$ cat config.mk
export PLATFORM = sky130hd
export DESIGN_NAME = blank_chop_capture
export DESIGN_NICKNAME = d
export VERILOG_FILES = /design/src/logic/blank_chop_pkg.sv /design/src/logic/edge_blank_timer.sv /design/src/logic/blank_chop_capture.sv
export SDC_FILE = /design/constraint.sdc
export NUM_CORES = 1
export LEC_CHECK = 0
export ABC_AREA = 1
export BUFFER_PORTS_ARGS = -buffer_cell sky130_fd_sc_hd__clkbuf_2
export CAP_MARGIN = 20
export CORE_MARGIN = 2
export CORE_UTILIZATION = 61
export DETAILED_ROUTE_END_ITERATION = 10
export GPL_TIMING_DRIVEN = 0
export PLACE_DENSITY = 0.89
export SYNTH_ARGS = -nofsm -noshare
export SYNTH_HDL_FRONTEND = slang
export SYNTH_HIERARCHICAL = 1
export SYNTH_SLANG_ARGS = --single-unit
$ cat constraint.sdc
create_clock -name CLK -period 8.2 [get_ports CLK]
set_clock_uncertainty 0.2 [all_clocks]
set_input_delay 1.23 -clock CLK [delete_from_list [all_inputs] [get_ports CLK]]
set_output_delay 1.23 -clock CLK [all_outputs]
set_load 0.005 [all_outputs]
$ cat src/logic/blank_chop_pkg.sv
// constants for the blanking, chopping and capture block
package blank_chop_pkg;
    // register byte addresses on the apb bus
    localparam logic [11:0] ADDR_EDGE_BLANK_CONTROL   = 12'h000;
    localparam logic [11:0] ADDR_EDGE_BLANK_DELAY     = 12'h004;
    localparam logic [11:0] ADDR_GENERATOR_AUX_CONTROL = 12'h008;
    localparam logic [11:0] ADDR_TIME_BASE_CAPTURE    = 12'h00c;
    localparam logic [11:0] ADDR_CHOP_DIVIDER         = 12'h010;
    localparam logic [11:0] ADDR_BLANK_STATUS         = 12'h014;

    // edge blank control fields
    localparam int PRIMARY_RISE_TRIGGER_BIT   = 15;
    localparam int PRIMARY_FALL_TRIGGER_BIT   = 14;
    localparam int SECONDARY_RISE_TRIGGER_BIT = 13;
    localparam int SECONDARY_FALL_TRIGGER_BIT = 12;
    localparam int FAULT_EDGE_BLANK_BIT       = 11;
    localparam int LIMIT_EDGE_BLANK_BIT       = 10;
    localparam int BLANK_SOURCE_HIGH_BIT      = 5;
    localparam int BLANK_SOURCE_LOW_BIT       = 4;
    localparam int BLANK_PRIMARY_HIGH_BIT     = 3;
    localparam int BLANK_PRIMARY_LOW_BIT      = 2;
    localparam int BLANK_SECONDARY_HIGH_BIT   = 1;
    localparam int BLANK_SECONDARY_LOW_BIT    = 0;
    localparam logic [15:0] EDGE_BLANK_CONTROL_MASK = 16'hfc3f;

    // edge blank delay field
    localparam int DELAY_LSB   = 3;
    localparam int DELAY_WIDTH = 9;
    localparam logic [15:0] EDGE_BLANK_DELAY_MASK = 16'h0ff8;

    // aux control fields
    localparam int FINE_PERIOD_DISABLE_BIT   = 15;
    localparam int FINE_DUTY_DISABLE_BIT     = 14;
    localparam int BLANK_SOURCE_LSB          = 8;
    localparam int CHOP_SOURCE_LSB           = 2;
    localparam int SELECT_WIDTH              = 4;
    localparam int PRIMARY_CHOP_ENABLE_BIT   = 1;
    localparam int SECONDARY_CHOP_ENABLE_BIT = 0;
    localparam logic [15:0] AUX_CONTROL_MASK = 16'hcf3f;

    // capture field
    localparam int CAPTURE_LSB   = 3;
    localparam int CAPTURE_WIDTH = 13;

    // source select codes
    localparam logic [3:0] SEL_NONE = 4'h0;
    localparam logic [3:0] SEL_GEN1 = 4'h1;
    localparam logic [3:0] SEL_GEN2 = 4'h2;
    localparam logic [3:0] SEL_GEN3 = 4'h3;

    // timing: one delay count and the blanking clock period
    localparam real DELAY_STEP_NS  = 8.32;
    localparam real CLK_PERIOD_NS  = 20.0;
    localparam int  DELAY_STEP_CYCLES =
        (int'(DELAY_STEP_NS / CLK_PERIOD_NS) < 1) ? 1 : int'(DELAY_STEP_NS / CLK_PERIOD_NS);

    localparam logic [15:0] CHOP_DIVIDER_RESET = 16'h0010;
endpackage

$ cat src/logic/edge_blank_timer.sv
// leading-edge blanking counter, restarted by each enabled output edge
`timescale 1ns/1ns
module edge_blank_timer
    import blank_chop_pkg::*;
#(
    parameter int WIDTH = DELAY_WIDTH
) (
    input  wire logic             clk,
    input  wire logic             rst,
    input  wire logic             trigger,
    input  wire logic [WIDTH-1:0] delay,
    output logic                  active
);
    logic [WIDTH-1:0] remaining;

    // a new edge reloads the count even mid-interval
    always_ff @(posedge clk) begin
        if (rst) begin
            remaining <= '0;
        end else if (trigger) begin
            remaining <= delay;
        end else if (remaining != '0) begin
            remaining <= remaining - WIDTH'(1);
        end
    end

    assign active = trigger ? (delay != '0) : (remaining != '0);
endmodule

$ cat src/logic/blank_chop_capture.sv
// blanking, chop gating and time base capture for one pwm generator
//
// How it works
// - blank inputs while primary output high or low, per enable bits 3, 2
// - blank inputs while secondary output high or low, per enable bits 1, 0
// - selected state blank signal blocks inputs only as its enables allow
// - blank source code 0 disables, 1..3 pick generator primaries, rest reserved
// - nine-bit blanking delay at bits 11..3, one 20 ns clock per count rather than 8.32 ns
// - period fine-resolution disable bit 15 turns off that logic
// - duty fine-resolution disable bit 14 turns off that logic
// - chop source 0 internal generator, 1..3 generator primaries, rest reserved
// - selected chop source gates the outputs that have chopping on
// - primary chopped only with bit 1, secondary only with bit 0
// - limit leading edge copies time base into capture bits 15..3
// - capture serves the primary output only
// - capture waits until edge blanking of the limit input is over
// - capture resolution at least 8.32 ns per count
// - capture works only while external period reset is zero
// - unimplemented bits of delay, aux and capture read zero
// - four edge enables let output edges restart the blanking counter
// - separate enables apply edge blanking to fault and to limit
// - source high and low enables blank while selected signal high or low
`timescale 1ns/1ns
module blank_chop_capture
    import blank_chop_pkg::*;
(
    input  wire logic                     CLK,
    input  wire logic                     SYS_RST,
    // apb slave
    input  wire logic                     PSEL,
    input  wire logic                     PENABLE,
    input  wire logic                     PWRITE,
    input  wire logic [11:0]              PADDR,
    input  wire logic [31:0]              PWDATA,
    output logic      [31:0]              PRDATA,
    output logic                          PREADY,
    output logic                          PSLVERR,
    // pwm core side, same clock
    input  wire logic                     PRIMARY_OUTPUT,
    input  wire logic                     SECONDARY_OUTPUT,
    input  wire logic [2:0]               GENERATOR_PRIMARIES,
    input  wire logic [CAPTURE_WIDTH-1:0] TIME_BASE,
    input  wire logic                     EXTERNAL_PERIOD_RESET,
    // fault and limit arrive from pins
    input  wire logic                     FAULT_IN,
    input  wire logic                     LIMIT_IN,
    // qualified results
    output logic                          FAULT_OUT,
    output logic                          LIMIT_OUT,
    output logic                          PRIMARY_GATED,
    output logic                          SECONDARY_GATED,
    output logic                          FINE_PERIOD_ENABLE,
    output logic                          FINE_DUTY_ENABLE
);
    logic [15:0] edge_blank_control;
    logic [15:0] edge_blank_delay;
    logic [15:0] generator_aux_control;
    logic [CAPTURE_WIDTH-1:0] captured_time_base;
    logic [15:0] chop_divider;
    logic [15:0] chop_count;
    logic        chop_clock;

    logic [2:0] fault_sync;
    logic [2:0] limit_sync;
    logic       fault_level;
    logic       limit_level;
    logic       limit_prev;

    logic primary_prev;
    logic secondary_prev;
    logic edge_trigger;
    logic edge_active;
    logic state_blank;
    logic source_signal;
    logic chop_signal;
    logic fault_blanked;
    logic limit_blanked;
    logic limit_clean;

    logic [3:0] state_blank_source_select;
    logic [3:0] chop_source_select;
    logic       wr_en;
    logic       rd_en;
    logic       addr_hit;

    // maps a select code to a generator primary; reserved codes give zero
    function automatic logic pick_primary(input logic [3:0] sel, input logic [2:0] prim);
        logic r;
        r = 1'b0;
        case (sel)
            SEL_GEN1: r = prim[0];
            SEL_GEN2: r = prim[1];
            SEL_GEN3: r = prim[2];
            default:  r = 1'b0;
        endcase
        return r;
    endfunction

    function automatic logic [15:0] word_of(input logic [11:0] a);
        logic [15:0] v;
        v = 16'h0000;
        case (a)
            ADDR_EDGE_BLANK_CONTROL:    v = edge_blank_control;
            ADDR_EDGE_BLANK_DELAY:      v = edge_blank_delay;
            ADDR_GENERATOR_AUX_CONTROL: v = generator_aux_control;
            ADDR_TIME_BASE_CAPTURE:     v = {captured_time_base, 3'h0};
            ADDR_CHOP_DIVIDER:          v = chop_divider;
            ADDR_BLANK_STATUS:          v = {12'h000, chop_clock, edge_active,
                                             fault_blanked, limit_blanked};
            default:                    v = 16'h0000;
        endcase
        return v;
    endfunction

    assign state_blank_source_select = generator_aux_control[BLANK_SOURCE_LSB +: SELECT_WIDTH];
    assign chop_source_select = generator_aux_control[CHOP_SOURCE_LSB +: SELECT_WIDTH];

    // apb: zero wait states, unmapped addresses flag an error
    assign addr_hit = (PADDR == ADDR_EDGE_BLANK_CONTROL) || (PADDR == ADDR_EDGE_BLANK_DELAY)
                   || (PADDR == ADDR_GENERATOR_AUX_CONTROL) || (PADDR == ADDR_TIME_BASE_CAPTURE)
                   || (PADDR == ADDR_CHOP_DIVIDER) || (PADDR == ADDR_BLANK_STATUS);
    assign PREADY  = 1'b1;
    assign PSLVERR = PSEL && PENABLE && !addr_hit;
    assign wr_en   = PSEL && PENABLE && PWRITE && addr_hit;
    assign rd_en   = PSEL && !PENABLE && !PWRITE;

    // write masks keep unimplemented bits at zero
    always_ff @(posedge CLK) begin
        if (SYS_RST) begin
            edge_blank_control    <= 16'h0000;
            edge_blank_delay      <= 16'h0000;
            generator_aux_control <= 16'h0000;
            chop_divider          <= CHOP_DIVIDER_RESET;
        end else if (wr_en) begin
            case (PADDR)
                ADDR_EDGE_BLANK_CONTROL:
                    edge_blank_control <= PWDATA[15:0] & EDGE_BLANK_CONTROL_MASK;
                ADDR_EDGE_BLANK_DELAY:
                    edge_blank_delay <= PWDATA[15:0] & EDGE_BLANK_DELAY_MASK;
                ADDR_GENERATOR_AUX_CONTROL:
                    generator_aux_control <= PWDATA[15:0] & AUX_CONTROL_MASK;
                ADDR_CHOP_DIVIDER:
                    chop_divider <= PWDATA[15:0];
                default: ;
            endcase
        end
    end

    // read data registered in the setup cycle, valid through access
    always_ff @(posedge CLK) begin
        if (SYS_RST) begin
            PRDATA <= 32'h00000000;
        end else if (rd_en) begin
            PRDATA <= {16'h0000, word_of(PADDR)};
        end
    end

    // fault and limit come off pins: three stages, change taken when last two agree
    always_ff @(posedge CLK) begin
        if (SYS_RST) begin
            fault_sync  <= 3'h0;
            limit_sync  <= 3'h0;
            fault_level <= 1'b0;
            limit_level <= 1'b0;
        end else begin
            fault_sync <= {fault_sync[1:0], FAULT_IN};
            limit_sync <= {limit_sync[1:0], LIMIT_IN};
            if (fault_sync[2] == fault_sync[1]) begin
                fault_level <= fault_sync[2];
            end
            if (limit_sync[2] == limit_sync[1]) begin
                limit_level <= limit_sync[2];
            end
        end
    end

    // output edge detection for the blanking counter
    always_ff @(posedge CLK) begin
        if (SYS_RST) begin
            primary_prev   <= 1'b0;
            secondary_prev <= 1'b0;
        end else begin
            primary_prev   <= PRIMARY_OUTPUT;
            secondary_prev <= SECONDARY_OUTPUT;
        end
    end

    assign edge_trigger =
        (edge_blank_control[PRIMARY_RISE_TRIGGER_BIT]   && PRIMARY_OUTPUT && !primary_prev)
     || (edge_blank_control[PRIMARY_FALL_TRIGGER_BIT]   && !PRIMARY_OUTPUT && primary_prev)
     || (edge_blank_control[SECONDARY_RISE_TRIGGER_BIT] && SECONDARY_OUTPUT && !secondary_prev)
     || (edge_blank_control[SECONDARY_FALL_TRIGGER_BIT] && !SECONDARY_OUTPUT
         && secondary_prev);

    // one count per clock: the 20 ns clock is coarser than 8.32 ns, so the
    // programmed count is a floor in clock periods, not a literal 8.32 ns step
    edge_blank_timer #(
        .WIDTH (DELAY_WIDTH)
    ) u_edge_blank_timer (
        .clk     (CLK),
        .rst     (SYS_RST),
        .trigger (edge_trigger),
        .delay   (edge_blank_delay[DELAY_LSB +: DELAY_WIDTH]),
        .active  (edge_active)
    );

    assign source_signal = pick_primary(state_blank_source_select, GENERATOR_PRIMARIES);

    // state blanking; code zero and reserved codes mean no source, so the
    // source enables do nothing instead of blanking on a dead-low signal
    assign state_blank =
        (edge_blank_control[BLANK_PRIMARY_HIGH_BIT]   && PRIMARY_OUTPUT)
     || (edge_blank_control[BLANK_PRIMARY_LOW_BIT]    && !PRIMARY_OUTPUT)
     || (edge_blank_control[BLANK_SECONDARY_HIGH_BIT] && SECONDARY_OUTPUT)
     || (edge_blank_control[BLANK_SECONDARY_LOW_BIT]  && !SECONDARY_OUTPUT)
     || ((state_blank_source_select inside {SEL_GEN1, SEL_GEN2, SEL_GEN3})
         && ((edge_blank_control[BLANK_SOURCE_HIGH_BIT] && source_signal)
          || (edge_blank_control[BLANK_SOURCE_LOW_BIT] && !source_signal)));

    assign fault_blanked = state_blank
                        || (edge_active && edge_blank_control[FAULT_EDGE_BLANK_BIT]);
    assign limit_blanked = state_blank
                        || (edge_active && edge_blank_control[LIMIT_EDGE_BLANK_BIT]);

    assign limit_clean = limit_level && !limit_blanked;

    // qualified inputs registered toward the core
    always_ff @(posedge CLK) begin
        if (SYS_RST) begin
            FAULT_OUT <= 1'b0;
            LIMIT_OUT <= 1'b0;
        end else begin
            FAULT_OUT <= fault_level && !fault_blanked;
            LIMIT_OUT <= limit_clean;
        end
    end

    // capture sees only the post-blanking limit, so a masked edge captures only if limit is still high when blanking ends
    always_ff @(posedge CLK) begin
        if (SYS_RST) begin
            limit_prev         <= 1'b0;
            captured_time_base <= '0;
        end else begin
            limit_prev <= limit_clean;
            if (limit_clean && !limit_prev && !EXTERNAL_PERIOD_RESET) begin
                captured_time_base <= TIME_BASE;
            end
        end
    end

    // internal chop clock: toggles every chop_divider cycles; zero parks it low
    always_ff @(posedge CLK) begin
        if (SYS_RST) begin
            chop_count <= 16'h0000;
            chop_clock <= 1'b0;
        end else if (chop_divider == 16'h0000) begin
            // stopped means parked low, not frozen at whatever phase it had
            chop_count <= 16'h0000;
            chop_clock <= 1'b0;
        end else if (chop_count >= chop_divider - 16'h0001) begin
            chop_count <= 16'h0000;
            chop_clock <= !chop_clock;
        end else begin
            chop_count <= chop_count + 16'h0001;
        end
    end

    assign chop_signal = (chop_source_select == SEL_NONE)
                       ? chop_clock
                       : pick_primary(chop_source_select, GENERATOR_PRIMARIES);

    always_ff @(posedge CLK) begin
        if (SYS_RST) begin
            PRIMARY_GATED   <= 1'b0;
            SECONDARY_GATED <= 1'b0;
        end else begin
            PRIMARY_GATED <= PRIMARY_OUTPUT
                && (!generator_aux_control[PRIMARY_CHOP_ENABLE_BIT] || chop_signal);
            SECONDARY_GATED <= SECONDARY_OUTPUT
                && (!generator_aux_control[SECONDARY_CHOP_ENABLE_BIT] || chop_signal);
        end
    end

    always_ff @(posedge CLK) begin
        if (SYS_RST) begin
            FINE_PERIOD_ENABLE <= 1'b1;
            FINE_DUTY_ENABLE   <= 1'b1;
        end else begin
            FINE_PERIOD_ENABLE <= !generator_aux_control[FINE_PERIOD_DISABLE_BIT];
            FINE_DUTY_ENABLE   <= !generator_aux_control[FINE_DUTY_DISABLE_BIT];
        end
    end
endmodule

# Word level (Yosys, flattened, before mapping)
# Cells that the tools add are included.
totals:
  reg_bits: 120
  inputBits: 70
  output_inout_bits: 40
  word_cells: 121
op_classes:
  n_addsub: 3
  order_cmp: 1
  n_eq_ne: 13
  muxes: 7
  n_reduce_logical: 76
ops:
  columns: ["cell", "count"]
  rows:
  - ["16-bit case mux with 6 select lines", 1]
  - ["1-bit logical AND", 29]
  - ["12-bit by 4-bit == test with 1-bit output, second input constant", 2]
  - ["12-bit by 5-bit == test with 1-bit output, second input constant", 2]
  - ["9-bit 2-to-1 mux", 2]
  - ["9-bit nonzero test", 2]
  - ["1-bit zero test", 17]
  - ["1-bit logical OR", 17]
  - ["16-bit by 1-bit adder with 16-bit output, second input constant", 1]
  - ["4-bit by 2-bit == test with 1-bit output, second input constant", 4]
  - ["16-bit >= comparator", 1]
  - ["16-bit zero test", 1]
  - ["16-bit by 1-bit subtractor with 16-bit output, second input constant", 1]
  - ["12-bit by 3-bit == test with 1-bit output, second input constant", 1]
  - ["12-bit zero test", 1]
  - ["9-bit by 1-bit subtractor with 9-bit output, second input constant", 1]
  - ["4-bit by 1-bit == test with 1-bit output, second input constant", 2]
  - ["2-bit AND reduction", 4]
  - ["1-bit case mux with 3 select lines", 2]
  - ["4-bit zero test", 1]
  - ["3-bit nonzero test", 1]
  - ["3-bit OR reduction", 1]
  - ["1-bit == test", 2]
  - ["1-bit 2-to-1 mux", 2]
  - ["2 further kinds", 2]

# Depth between registers and ports, before layout
depth:
  depth_word: 13
  ltp_mapped: 20
  depth_no_buf: 18

# Cells and area by module
# Netlist, hierarchy kept.
by_module_without_submodules:
  columns: ["mod", "n_inst", "cells_each", "area_each_um2"]
  rows:
  - ["blank_chop_capture", 1, 824, 5836.8]
  - ["edge_blank_timer", 1, 106, 653.1]

# Least setup slack after synthesis
# No wires, ideal clock.
synth_path:
  path_type: "input-to-output"
  from: "in PADDR[11]"
  to: "out PSLVERR"
  arrival_time_ps: 1921
  path_slack_ps: 4849
  path_stages: 6
  cell_sequence: "nor2_1 nand2_2 nor3_2 nand2_2 nand2_4 nor2_1"
synth_between:
  elab_chain_cells: 8
  elab_cells_between_ends: 13
  cone_classes: "eq/ne: 5; reduce/logical: 8"
synth_lines:
  columns: ["item", "line_no", "text"]
  rows:
  - ["start: declaration", "blank_chop_capture.sv:33", "input wire logic [11:0] PADDR,"]
  - ["12-bit by 3-bit == test with 1-bit output / 12-bit zero test (equally long branches)", "blank_chop_capture.sv:119", "assign addr_hit = (PADDR == ADDR_EDGE_BLANK_CONTROL) || (PADDR == ADDR_EDGE_BLANK_DELAY)"]
  - ["1-bit logical OR", "blank_chop_capture.sv:119", null]
  - ["1-bit logical OR (2 in series)", "blank_chop_capture.sv:120", "|| (PADDR == ADDR_GENERATOR_AUX_CONTROL) || (PADDR == ADDR_TIME_BASE_CAPTURE)"]
  - ["1-bit logical OR", "blank_chop_capture.sv:121", "|| (PADDR == ADDR_CHOP_DIVIDER) || (PADDR == ADDR_BLANK_STATUS);"]
  - ["1-bit logical OR (*)", "blank_chop_capture.sv:121", null]
  - ["1-bit zero test (*)", "blank_chop_capture.sv:123", "assign PSLVERR = PSEL && PENABLE && !addr_hit;"]
  - ["1-bit logical AND (*)", "blank_chop_capture.sv:123", null]
  - ["end: declaration", "blank_chop_capture.sv:37", "output logic PSLVERR,"]
# Mark *: on every way between the ends. The rest lies on a longest branch, timed or not.

# Worst setup path in the final report
layout_path:
  from: "in PADDR[1]"
  to: "out PSLVERR"
# Same word-level chain as after synthesis.

==> metrics.json <==
{
  "run_status": {"value": "finished, final reports clean"},
  "ir_drop": {"value": 0.0001726, "unit": "V"},
  "antenna_found_initial": {"value": 0},
  "worst_hold_slack": {"value": 0.2057, "unit": "ns"},
  "async_reset_ff_share": {"value": 0, "unit": "%"},
  "cts_root_buf": {"value": "sky130_fd_sc_hd__clkbuf_8"},
  "fin_nets": {"value": 1129},
  "share_comb_of_total_power": {"value": 13.2, "unit": "%"},
  "launch_point_of_the_worst_reg_to_reg_path": {"value": "chop_divider[0]$_SDFFE_PP0P_"},
  "power_density": {"value": 208.1, "unit": "mW/mm^2"},
  "routed-via-count": {"value": 6538},
  "post-route-min-period": {"value": 3.656, "unit": "ns"},
  "cts_resized": {"value": 0},
  "grt_first_pass_wirelength": {"value": 28.02, "unit": "mm"},
  "max-clock-path-buffers": {"value": 2},
  "syn2layout_area_growth": {"value": 18.80, "unit": "%"},
  "critical_path_class": {"value": "in -> out"},
  "post_cts.repair.setup_buffers": {"value": 0},
  "first_global_vias": {"value": 6002},
  "synth_top_flop_cell": {"value": "sky130_fd_sc_hd__dfxtp_1"},
  "drive_gt1_share": {"value": 19.85, "unit": "%"},
  "nFillCells": {"value": 778},
  "io_pins": {"value": 110},
  "post_drt_via_cell_ratio": {"value": 5.499},
  "die_area": {"value": 0.01148, "unit": "mm^2"},
  "timing.reg2reg.setup_slack": {"value": 4.71, "unit": "ns"},
  "post_synth.cell_area_avg": {"value": 6.978, "unit": "um^2"},
  "final_cell_area": {"value": 0.007710, "unit": "mm^2"},
  "drt-total-wl": {"value": 17.66, "unit": "mm"},
  "cts_buffers": {"value": 17},
  "grt_use_total": {"value": 31.72, "unit": "%"},
  "ys_warn_count": {"value": 6},
  "hpwl": {"value": 13.00, "unit": "mm"},
  "maxSlewViolCount": {"value": 0},
  "rsz0062_at_grt": {"value": "false"},
  "mostFrequentLayoutCells": {"value": "178 x sky130_fd_sc_hd__nor2_1, 175 x sky130_fd_sc_hd__nand2_1, 120 x sky130_fd_sc_hd__dfxtp_1"},
  "total_drc_errors_in_the_routed_layout": {"value": 0},
  "clock_insertion_delay_worst_skew": {"value": 0.54, "unit": "ns"},
  "crit_path_launch": {"value": "PADDR[1]"},
  "crit-reg2reg-capture": {"value": "chop_count[7]$_SDFF_PP0_"},
  "crit_end": {"value": "PSLVERR"},
  "static-leakage-power": {"value": 0.003420, "unit": "uW"},
  "placedInstanceArea": {"value": 0.007097, "unit": "mm^2"},
  "worst_slew_margin_rel": {"value": 51.49, "unit": "%"},
  "max_cap_violations": {"value": 0},
  "residual_antenna_violating_net_count_after_detailed_routing": {"value": 0},
  "clockPowerShare": {"value": 48.4, "unit": "%"},
  "yosys_register_bits": {"value": 120},
  "cp-end-kind": {"value": "primary output"},
  "antenna_cells": {"value": 0},
  "dp_worst_setup_slack": {"value": 4.187, "unit": "ns"},
  "report.final.hold_viol_count": {"value": 0},
  "hold_class": {"value": "reg -> reg"},
  "layout_commonest_cell": {"value": "sky130_fd_sc_hd__nor2_1"},
  "grt_start_max_net_pins": {"value": 17},
  "cts_tree": {"value": "yes"},
  "tns": {"value": 0, "unit": "ns"},
  "die_width": {"value": 107.1, "unit": "um"},
  "synth_edf_count": {"value": 0},
  "cts_sinks": {"value": 120},
  "grt_overflow_total": {"value": 0},
  "drt_first_pass_iters": {"value": 5},
  "p_int": {"value": 1158, "unit": "uW"},
  "fp.dieH": {"value": 107.1, "unit": "um"},
  "core.rowCount": {"value": 37},
  "worst_setup_sp_type": {"value": "primary input"},
  "rr_worst_depth": {"value": 19},
  "core": {"value": 0.01032, "unit": "mm^2"},
  "tightestPinTransition": {"value": 0.7276, "unit": "ns"},
  "drtIter0Drc": {"value": 592},
  "cts_max_level": {"value": 4},
  "crit_required": {"value": 6.77, "unit": "ns"},
  "p_switching": {"value": 447.0, "unit": "uW"},
  "place_congestion": {"value": 0.9828},
  "buffer_ports.inserted": {"value": 76},
  "initial_core_util": {"value": 62.87, "unit": "%"},
  "final_critical_path_setup_slack": {"value": 4.544, "unit": "ns"},
  "clkSlewWorstSetupHoldPaths": {"value": 0.06, "unit": "ns"},
  "gate_count_post_synth": {"value": 930},
  "switching_share": {"value": 27.86, "unit": "%"},
  "routedWlPerCell": {"value": 14.85, "unit": "um"},
  "ctsHoldBuffers": {"value": 0},
  "seq_area_frac_synth": {"value": 37.02, "unit": "%"},
  "finalSetupViolCount": {"value": 0},
  "final_min_period_over_clock_period": {"value": 44.59, "unit": "%"},
  "p_seq_share": {"value": 38.4, "unit": "%"},
  "mappedNetlistArea": {"value": 0.006490, "unit": "mm^2"},
  "max_clock_freq": {"value": 273.5, "unit": "MHz"},
  "yosysUniqueCellTypes": {"value": 47},
  "crit_path_max_fanout": {"value": 7},
  "arrival_time_of_the_worst_setup_path": {"value": 2.23, "unit": "ns"}
}
==> cell usage after synthesis, drive strengths merged (2+ instances only) <==
cell      n  area, um^2
a211oi   13       157.6
a21boi    2       15.01
a21oi    54       277.8
a31oi     2       12.51
buf      34       244.0
clkbuf    9       33.78
conb      2       7.510
dfxtp   120        2402
ha       19       237.7
inv     115       434.2
nand2   185       734.4
nand3    57       302.8
nand4    14       87.58
nor2    194       817.0
nor3     15       101.4
o211ai    6       65.06
o21ai    51       259.0
o22ai     2       12.51
or2       7       43.79
xnor2     4       35.03
xor2     19       166.4
==> area by class of cell <==
type | count | area [um^2] | share of cell area [%]
multi-input cells | 666 | 3428 | 44.47
flip-flops and latches | 120 | 2402 | 31.16
inverters | 116 | 437.9 | 5.680
clock buffers | 18 | 427.9 | 5.550
repair buffers | 76 | 380.4 | 4.933
plain buffers | 43 | 277.8 | 3.603
clock inverters | 14 | 185.2 | 2.402
well taps | 136 | 170.2 | 2.207
==> stage by stage <==
stage               power (uW)  instances  utilization (%)
floorplan                782.3        945                -
global placement         831.6       1157            68.74
CTS                       1602       1189            74.68
detailed placement       836.4       1157            68.74
finish                    1605       1189            74.68
global route              1657       1189            74.68
==> how the worst min path moves through the flow <==
stage | from | end | depth (start not counted)
floorplan | generator_aux_control[14]$_SDFFE_PP0P_ | FINE_DUTY_ENABLE$_SDFF_PP1_ | 1
global placement | fault_sync[0]$_SDFF_PP0_ | fault_sync[1]$_SDFF_PP0_ | 2
detailed placement | fault_sync[0]$_SDFF_PP0_ | fault_sync[1]$_SDFF_PP0_ | 2
CTS | fault_sync[0]$_SDFF_PP0_ | fault_sync[1]$_SDFF_PP0_ | 2
global route | limit_sync[0]$_SDFF_PP0_ | limit_sync[1]$_SDFF_PP0_ | 2
finish | fault_sync[0]$_SDFF_PP0_ | fault_sync[1]$_SDFF_PP0_ | 2
==> power groups by stage <==
stage | registers, uW | clock network (uW) | logic [uW]
CTS | 616 | 776 | 209
finish | 616 | 776 | 212
global route | 618 | 802 | 238
detailed placement | 629 | 0 | 207
global placement | 629 | 0 | 203
floorplan | 625 | 0 | 157
==> logic make-up after synthesis <==
| logic type | count (synthesis) | synth area share, % |
|---|---|---|
| adders and majority gates | 19 | 3.663 |
| xor gates and xnor gates | 23 | 3.104 |
| and+or+nand+nor | 473 | 32.25 |
| AOI/OAI and AO/OA | 134 | 12.82 |
| other | 2 | 0.1157 |
| buffers and inverters | 159 | 11.03 |
| DFF | 120 | 37.02 |
==> sequential cells by signal, summed over array words and instances, names as in the netlist <==
name	count
PRDATA	16
chop_count	16
chop_divider	16
captured_time_base	13
edge_blank_control	12
generator_aux_control	12
edge_blank_delay	9
u_edge_blank_timer/remaining	9
fault_sync	3
limit_sync	3
FAULT_OUT	1
FINE_DUTY_ENABLE	1
FINE_PERIOD_ENABLE	1
PRIMARY_GATED	1
SECONDARY_GATED	1
chop_clock	1
fault_level	1
limit_level	1
limit_prev	1
primary_prev	1
secondary_prev	1
==> routing by layer <==
layer | global-route usage [%] | up-vias | wire, um
met4 | 21.61 | 0 | 1063
met2 | 50.68 | 326 | 8081
met3 | 7.234 | 86 | 1634
li1 | - | 3167 | -
met1 | 37.77 | 2959 | 6882
met5 | 0 | - | 0
==> critical path, stage by stage <==
cell and delay (ns):
sky130_fd_sc_hd__clkbuf_2 0.10, sky130_fd_sc_hd__nor2_4 0.16, sky130_fd_sc_hd__inv_2 0.07, sky130_fd_sc_hd__nor2_1 0.20, sky130_fd_sc_hd__o211ai_2 0.16, sky130_fd_sc_hd__nand2_4 0.15
sky130_fd_sc_hd__nor2_1 0.06, sky130_fd_sc_hd__clkbuf_2 0.10
(Power assumes the default switching activity.)
